--- src/hdl/cpu_logic_branch_decode_consts.svh ---
`ifndef CPU_LOGIC_BRANCH_DECODE_CONSTS_SVH
`define CPU_LOGIC_BRANCH_DECODE_CONSTS_SVH
`define OP_AND_IX 8'h66
`define OP_AND_EP 8'h67
`define OP_AND_RI 8'h68
`define OP_OR_TL 8'h72
`define OP_OR_IMM 8'h74
`define OP_OR_DIR 8'h75
`define OP_OR_IX 8'h76
`define OP_OR_EP 8'h77
`define OP_OR_RI 8'h78
`define OP_REG_MASK 8'hF8
`define OP_BIT_MASK 8'hF0
`define OP_BIT_BRANCH 8'hB0
`define OP_BIT_SEL 3
`define OP_WORD_INCREMENT_OP_SP 8'hC1
`define OP_WORD_DECREMENT_OP_SP 8'hD1
`define OP_BNC 8'hF8
`define OP_BC 8'hF9
`define OP_BP 8'hFA
`define OP_BN 8'hFB
`define OP_BNZ 8'hFC
`define OP_BZ 8'hFD
`define OP_BGE 8'hFE
`define OP_BLT 8'hFF
`define OP_WORD_EXCHANGE_OP_PC 8'hF4
`define OP_INTERRUPT_RETURN_OP 8'h30
`define CYC_TWO 4'h2
`define CYC_THREE 4'h3
`define CYC_FOUR 4'h4
`define CYC_FIVE 4'h5
`define CYC_SIX 4'h6
`define LEN_ONE 16'h0001
`define LEN_TWO 16'h0002
`define LEN_THREE 16'h0003
`define WORD_ONE 16'h0001
`define INTERRUPT_RETURN_OP_SP_STEP 16'h0004
`define CCR_N 3
`define CCR_Z 2
`define CCR_V 1
`define CCR_C 0
`define CCR_RESET 8'h00
`endif

--- src/hdl/cpu_logic_branch_decode_pkg.sv ---
package cpu_logic_branch_decode_pkg;
    typedef struct packed {
        logic [15:0] a;
        logic [15:0] t;
        logic [15:0] sp;
        logic [15:0] pc;
        logic [7:0] ccr;
    } core_regs_t;
    typedef struct packed {
        logic [7:0] opcode;
        logic [7:0] op1;
        logic [7:0] op2;
        logic [7:0] mem;
        logic [15:0] stack_pc;
        logic [7:0] stack_ccr;
    } instr_t;
    typedef enum logic {
        ST_IDLE = 1'b0,
        ST_EXEC = 1'b1
    } exec_state_t;
endpackage : cpu_logic_branch_decode_pkg

--- src/hdl/cpu_logic_branch_decode.sv ---
// Functional notes
// RULE1 - AND operand into accumulator low, NZ, V clear
// RULE2 - OR operand into accumulator low, NZ, V clear
// RULE3 - Stack pointer inc/dec, three cycles, flags kept
// RULE4 - Branch on zero set or clear
// RULE5 - Branch on carry set or clear
// RULE6 - Branch on negative set or clear
// RULE7 - Branch on overflow xor negative
// RULE8 - Direct bit test branch, Z updated, five cycles
// RULE9 - Exchange accumulator with program counter plus one
// RULE10 - Unmarked flags keep their prior values
// RULE11 - Untaken relative branch only advances program counter
// RULE12 - Interrupt return restores flags and program counter
`timescale 1ns/1ps
`include "cpu_logic_branch_decode_consts.svh"
module cpu_logic_branch_decode
    import cpu_logic_branch_decode_pkg::*;
#(
    parameter int CYC_W = 4
) (
    input wire logic i_mclk,
    input wire logic i_sys_rst,
    input wire logic i_start,
    input wire instr_t i_instr,
    input wire core_regs_t i_regs,
    output logic o_ready,
    output logic o_done,
    output logic o_illegal,
    output core_regs_t o_result
);
    // Refused at elaboration: the six-cycle interrupt return needs a three-bit count
    if (CYC_W < 3) begin : g_cyc_w_check
        $error("CYC_W too narrow for the longest instruction");
    end

    function automatic logic [3:0] op_cycles(input logic [7:0] op);
        logic [3:0] c;
        c = 4'h0;
        if ((op & `OP_BIT_MASK) == `OP_BIT_BRANCH) begin
            c = `CYC_FIVE;
        end else if ((op & `OP_REG_MASK) == `OP_AND_RI || (op & `OP_REG_MASK) == `OP_OR_RI) begin
            c = `CYC_THREE;
        end else begin
            unique case (op)
                `OP_AND_EP, `OP_OR_EP, `OP_OR_DIR, `OP_WORD_INCREMENT_OP_SP, `OP_WORD_DECREMENT_OP_SP, `OP_WORD_EXCHANGE_OP_PC: c = `CYC_THREE;
                `OP_AND_IX, `OP_OR_IX: c = `CYC_FOUR;
                `OP_OR_TL, `OP_OR_IMM: c = `CYC_TWO;
                `OP_BNC, `OP_BC, `OP_BP, `OP_BN, `OP_BNZ, `OP_BZ, `OP_BGE, `OP_BLT: c = `CYC_THREE;
                `OP_INTERRUPT_RETURN_OP: c = `CYC_SIX;
                default: c = 4'h0;
            endcase
        end
        return c;
    endfunction : op_cycles

    function automatic logic [15:0] op_len(input logic [7:0] op);
        logic [15:0] n;
        n = `LEN_ONE;
        if ((op & `OP_BIT_MASK) == `OP_BIT_BRANCH) begin
            n = `LEN_THREE;
        end else if (op == `OP_AND_IX || op == `OP_OR_IMM || op == `OP_OR_DIR || op == `OP_OR_IX
                     || (op >= `OP_BNC && op != `OP_WORD_EXCHANGE_OP_PC)) begin
            n = `LEN_TWO;
        end
        return n;
    endfunction : op_len

    function automatic logic is_logic_or(input logic [7:0] op);
        return op == `OP_OR_TL || op == `OP_OR_IMM || op == `OP_OR_DIR || op == `OP_OR_IX
               || op == `OP_OR_EP || (op & `OP_REG_MASK) == `OP_OR_RI;
    endfunction : is_logic_or

    function automatic logic is_logic_and(input logic [7:0] op);
        return op == `OP_AND_EP || op == `OP_AND_IX || (op & `OP_REG_MASK) == `OP_AND_RI;
    endfunction : is_logic_and

    function automatic logic is_rel_branch(input logic [7:0] op);
        return op >= `OP_BNC && op != `OP_WORD_EXCHANGE_OP_PC;
    endfunction : is_rel_branch

    // Condition for every relative and bit branch; false means fall through
    function automatic logic branch_taken(input logic [7:0] op, input logic [7:0] ccr, input logic [7:0] mem);
        logic b;
        b = mem[op[2:0]];
        unique case (op)
            `OP_BZ: return ccr[`CCR_Z]; // RULE4
            `OP_BNZ: return !ccr[`CCR_Z]; // RULE4
            `OP_BC: return ccr[`CCR_C]; // RULE5
            `OP_BNC: return !ccr[`CCR_C]; // RULE5
            `OP_BN: return ccr[`CCR_N]; // RULE6
            `OP_BP: return !ccr[`CCR_N]; // RULE6
            `OP_BLT: return ccr[`CCR_V] ^ ccr[`CCR_N]; // RULE7
            `OP_BGE: return !(ccr[`CCR_V] ^ ccr[`CCR_N]); // RULE7
            default: return op[`OP_BIT_SEL] ? b : !b; // RULE8
        endcase
    endfunction : branch_taken

    function automatic logic [15:0] rel_target(input logic [15:0] base, input logic [7:0] rel);
        return base + {{8{rel[7]}}, rel};
    endfunction : rel_target

    exec_state_t state, next_state;
    logic [CYC_W-1:0] count, next_count;
    logic done, next_done;
    logic illegal, next_illegal;
    instr_t cap, next_cap;
    core_regs_t regs, next_regs;
    core_regs_t result, next_result;

    logic [7:0] operand;
    logic [7:0] logic_res;
    logic [15:0] seq_pc;
    logic [7:0] rel;

    always_comb begin
        operand = (cap.opcode == `OP_OR_TL) ? regs.t[7:0]
                : (cap.opcode == `OP_OR_IMM) ? cap.op1 : cap.mem;
        logic_res = is_logic_and(cap.opcode) ? (regs.a[7:0] & operand) : (regs.a[7:0] | operand);
        seq_pc = regs.pc + op_len(cap.opcode);
        rel = ((cap.opcode & `OP_BIT_MASK) == `OP_BIT_BRANCH) ? cap.op2 : cap.op1;
    end

    always_comb begin
        next_state = state;
        next_count = count;
        next_done = 1'b0;
        next_illegal = 1'b0;
        next_cap = cap;
        next_regs = regs;
        next_result = result;
        unique case (state)
            ST_IDLE: begin
                if (i_start) begin
                    next_cap = i_instr;
                    next_regs = i_regs;
                    if (op_cycles(i_instr.opcode) == 4'h0) begin
                        // Unknown codes answer at once and leave the core untouched
                        next_done = 1'b1;
                        next_illegal = 1'b1;
                        next_result = i_regs;
                    end else begin
                        next_state = ST_EXEC;
                        next_count = CYC_W'(op_cycles(i_instr.opcode) - 4'h1);
                    end
                end
            end
            ST_EXEC: begin
                if (count != '0) begin
                    next_count = count - CYC_W'(1);
                end else begin
                    next_state = ST_IDLE;
                    next_done = 1'b1;
                    next_result = regs; // RULE10
                    next_result.pc = seq_pc; // RULE11
                    if (is_logic_and(cap.opcode) || is_logic_or(cap.opcode)) begin
                        next_result.a[7:0] = logic_res; // RULE1 RULE2
                        next_result.ccr[`CCR_N] = logic_res[7]; // RULE1 RULE2
                        next_result.ccr[`CCR_Z] = (logic_res == 8'h00); // RULE1 RULE2
                        next_result.ccr[`CCR_V] = 1'b0; // RULE1 RULE2
                    end else if (cap.opcode == `OP_WORD_INCREMENT_OP_SP) begin
                        next_result.sp = regs.sp + `WORD_ONE; // RULE3
                    end else if (cap.opcode == `OP_WORD_DECREMENT_OP_SP) begin
                        next_result.sp = regs.sp - `WORD_ONE; // RULE3
                    end else if (cap.opcode == `OP_WORD_EXCHANGE_OP_PC) begin
                        next_result.pc = regs.a; // RULE9
                        next_result.a = regs.pc + `WORD_ONE; // RULE9
                    end else if (cap.opcode == `OP_INTERRUPT_RETURN_OP) begin
                        next_result.pc = cap.stack_pc; // RULE12
                        next_result.ccr = cap.stack_ccr; // RULE12
                        next_result.sp = regs.sp + `INTERRUPT_RETURN_OP_SP_STEP;
                    end else begin
                        if ((cap.opcode & `OP_BIT_MASK) == `OP_BIT_BRANCH) begin
                            next_result.ccr[`CCR_Z] = !cap.mem[cap.opcode[2:0]]; // RULE8
                        end
                        if (branch_taken(cap.opcode, regs.ccr, cap.mem)) begin
                            next_result.pc = rel_target(seq_pc, rel); // RULE4 RULE5 RULE6 RULE7 RULE8
                        end
                    end
                end
            end
        endcase
    end

    always_ff @(posedge i_mclk or posedge i_sys_rst) begin
        if (i_sys_rst) begin
            state <= ST_IDLE;
            count <= '0;
            done <= 1'b0;
            illegal <= 1'b0;
            cap <= '0;
            regs <= '0;
            result <= '0;
            o_ready <= 1'b0;
        end else begin
            state <= next_state;
            count <= next_count;
            done <= next_done;
            illegal <= next_illegal;
            cap <= next_cap;
            regs <= next_regs;
            result <= next_result;
            o_ready <= (next_state == ST_IDLE);
        end
    end

    assign o_done = done;
    assign o_illegal = illegal;
    assign o_result = result;

    logic fire;
    assign fire = i_start && state == ST_IDLE;
endmodule : cpu_logic_branch_decode

--- config.mk ---
export PLATFORM = sky130hd
export DESIGN_NAME = cpu_logic_branch_decode
export DESIGN_NICKNAME = d
export VERILOG_FILES = /design/src/hdl/cpu_logic_branch_decode_pkg.sv /design/src/hdl/cpu_logic_branch_decode.sv
export VERILOG_INCLUDE_DIRS = /design/src /design/src/hdl
export SDC_FILE = /design/constraint.sdc
export NUM_CORES = 1
export LEC_CHECK = 0
export BUFFER_PORTS_ARGS = -buffer_cell sky130_fd_sc_hd__clkbuf_2
export CAP_MARGIN = 0
export CORE_MARGIN = 2
export CORE_UTILIZATION = 55
export CTS_CLUSTER_SIZE = 28
export DETAILED_ROUTE_END_ITERATION = 12
export PLACE_DENSITY = 0.87
export SYNTH_ARGS = -nofsm -noshare
export SYNTH_HDL_FRONTEND = slang
export SYNTH_SLANG_ARGS = --single-unit
--- constraint.sdc ---
create_clock -name i_mclk -period 9.15 [get_ports i_mclk]
set_input_delay 0.915 -clock i_mclk [delete_from_list [all_inputs] [get_ports i_mclk]]
set_output_delay 0.915 -clock i_mclk [all_outputs]
set_load 0.02 [all_outputs]
==> metrics.yaml <==
clock_network:
  cts_root_buf: "clkbuf_16"
  cts_setup_buffers: 0
  clock_path_buffers: 3
  clk_latency_ps: 510
  cts_resized: 0
  htree_levels: 1
  ctsHoldBuffers: 0
  cts_made_buffers: 23
  clk_pin_slew_worst_paths_ps: 60
  cts_tree: "yes"
  cts_sinks: 208
power_and_ir_drop:
  peakVddDrop_mv: 0.251
  leakage_nw: 6.25
  power.density_nw_per_um2: 422
  power_mw: 5.89
critical_path:
  max_stage_delay_ps: 680
  path_cells: "inv_1, mux2i_1, nand4_1, o21a_1, ha_1, fa_1, and2_1, nand3_1, xnor2_1, ha_1, a21o_1, a21oi_1, nor2b_1, a211oi_1, o21bai_1, a2111oi_0, nor4_1, a211oi_1"
  cp-start-kind: "flop"
  regToRegStartpoint: "cap[52]"
  reg2reg_slack_ps: 4320
  critical_path_required_ps: 9560
  crit_start: "cap[52]"
  crit_type: "flop to flop"
  crit_buf_inv: 1
  path_delay_family: "compound AO/OA/AOI/OAI gates"
  worst_ep_arrival_time_ps: 5240
  critical_path.max_fanout: 17
  end_kind: "flop"
  ff2ff_path_depth: 18
  r2r_end: "o_result[22]"
  timing.critical_path.slowest_stage_cell: "dfrtp_1"
final_layout:
  syn_to_final_growth_pct: 15.5
  multiInputGateArea_um2: 6470
  n_fill_cell: 1690
  nNetsFinal: 1539
  seq_area_um2: 5210
  drive_above_1_share_pct: 29.2
sta:
  max_freq_ghz: 0.207
  min_period_ps: 4830
  setup-tns-final_ps: 0
  slew_viol_final: 0
  fin_crit_sh_pct: 52.8
  finalSetupViolCount: 0
  clock_skew_ps: 9.92
  rsz0062_at_grt: "no"
  worst_slew_pin_slew_ps: 1160
  max_slew_margin_pct: 22.5
  final_hold_viol_count: 0
detailed_routing:
  wl_met3_mm: 3.01
  drtIter0Drc: 951
  top_layer: "met4"
  routed_wl_mm: 35.9
  wl_met1_mm: 14.2
  route.detailed.drc: 0
  firstDrtPassIters: 5
  drtAntennaViolNets: 0
  vias: 10600
  viasPerCell: 6.35
  dr_wl_met2_mm: 17.0
  routedWlPerCell_um: 21.4
flow_run:
  cap_viol_max_count: 0
die:
  row_count: 54
  ioPinCount: 206
  core_um2: 21700
  start_util_pct: 55.7
  die_h_um: 152
  die_w_um: 152
  dieArea_um2: 23200
global_routing:
  antenna_found_initial: 2
  grt-ovfl-total: 0
  grtUsageTotal_pct: 30.4
  grt_max_degree: 136
  grt_pass1_vias: 10500
  grt_pass1_wl_mm: 57.0
synthesis:
  ys_top_cells_by_area: "dfrtp_1 43%, mux2_2 12%, o21ai_0 4.5%"
  yosys_warnings: 0
  ys_async_sr_fraction_pct: 100
  synth_top_cell_area_share_pct: 43.1
  synth_edf_count: 0
  synth_area_um2: 12100
  synth.net_count: 1388
  ys.flop_type: "dfrtp_1"
  synthCells: 1232
  avgSynthCellArea_um2: 9.81
  yosysSeqAreaShare_pct: 43.1
  synth.distinct_cells: 74
  yosysTopAreaCell: "dfrtp_1"
  ys_seq_elements: 208
place:
  hpwl_mm: 25.2
  gp_congestion: 0.971
  port_buffers: 205
hold_path:
  min_path_type: "flop to flop"
  hp-start: "o_result[29]"
  hold_depth: 2
  holdPathEnd: "o_result[29]"
outcome:
  run_status: "finished, final reports clean"
## report_power, final
part	leakage, nW	switching (mW)	total [mW]	internal (mW)
logic	3.43	1.76	3.07	1.32
clock network	0.353	0.371	0.899	0.528
registers	2.47	0.540	1.92	1.38
total	6.25	2.67	5.89	3.23
## tightest hold or removal path: cells and delay by family, from the launching register on
kind	cells	cell delay, ps
AND/OR/NAND/NOR	1	40
AO/OA/AOI/OAI	1	60
flip-flops	1	340
## flip-flops by register name, indices dropped and copies added, names as in the netlist
| name | cells |
|---|---|
| o_done | 1 |
| o_result | 72 |
| o_ready | 1 |
| state | 1 |
| o_illegal | 1 |
| count | 4 |
| regs | 72 |
| cap | 56 |
## synthesized netlist by cell type, types with 9 or more instances
cell type / count
dfrtp_1: 208
mux2_2: 130
nand2_1: 128
o21ai_0: 108
clkbuf_1: 72
nor2_1: 71
a21oi_1: 59
mux2i_1: 40
nand3_1: 29
xnor2_1: 26
inv_1: 24
ha_1: 23
xor2_1: 22
nor3_1: 21
a211oi_1: 19
nand4_1: 16
a221oi_1: 12
o22ai_1: 12
and3_1: 11
nor2b_1: 11
a21o_1: 10
buf_1: 10
a21boi_0: 9
a31oi_1: 9
or2_2: 9
## cell usage in the layout, fill, tap and decap left out, types with 6 or more instances in the layout
cell type	n
dfrtp_1	207
clkbuf_2	205
mux2_2	130
nand2_1	128
o21ai_0	107
nor2_1	70
a21oi_1	58
mux2i_1	40
nand3_1	29
xnor2_1	26
inv_1	23
ha_1	23
clkbuf_16	23
xor2_1	22
nor3_1	21
a211oi_1	19
nand4_1	16
o22ai_1	12
a221oi_1	12
and3_1	11
nor2b_1	10
a21o_1	10
buf_4	10
a21boi_0	9
a31oi_1	9
or2_2	9
a2bb2oi_1	8
maj3_1	8
o211ai_1	8
o21a_1	7
a22o_1	7
nand2b_1	6
and4_1	6
or3_1	6
clkbuf_1	6
## final cells by class
class	instances	area share, %
flip-flops and latches	208	37.3
inverters	25	0.726
clock buffers	34	4.78
well taps	280	2.51
diodes	2	0.0359
repair buffers	215	7.89
clock inverters	4	0.350
multi-input cells	910	46.4
## worst max-delay path by stage
stage	depth (start not counted)	endpoint
floorplan	1	cap[0]
global placement	18	o_result[22]
detailed placement	18	o_result[22]
CTS	18	o_result[22]
global route	18	o_result[22]
finish	18	o_result[22]
## layer usage
layer / GRT usage, % / vias up
met5: 0 / -
met4: 13.7 / 0
li1: - / 4792
met1: 40.5 / 5134
met2: 49.5 / 592
met3: 4.75 / 131
## per-stage QoR
step	setup WS (ps)	utilization, %	cells	hold slack [ps]	instance area [um2]
global placement	4680	61.0	1638	461	13200
finish	4320	64.3	1678	475	14000
detailed placement	4500	61.0	1638	469	13200
global route	4050	64.3	1678	504	14000
CTS	4410	64.3	1676	482	13900
floorplan	2550	-	1232	462	12100
## logic make-up (layout without fill, tap and decap cells)
group,count (synthesis),in the layout,share of synthesized area (%)
AOI/OAI and AO/OA,314,314,16.6
buffers and inverters,114,278,3.61
DFF,208,208,43.1
xor gates and xnor gates,49,49,3.67
muxes,172,172,15.8
and+or+nand+nor,342,342,13.8
adders and majority gates,33,33,3.38
other,0,2,0
(Power assumes the default switching activity.)
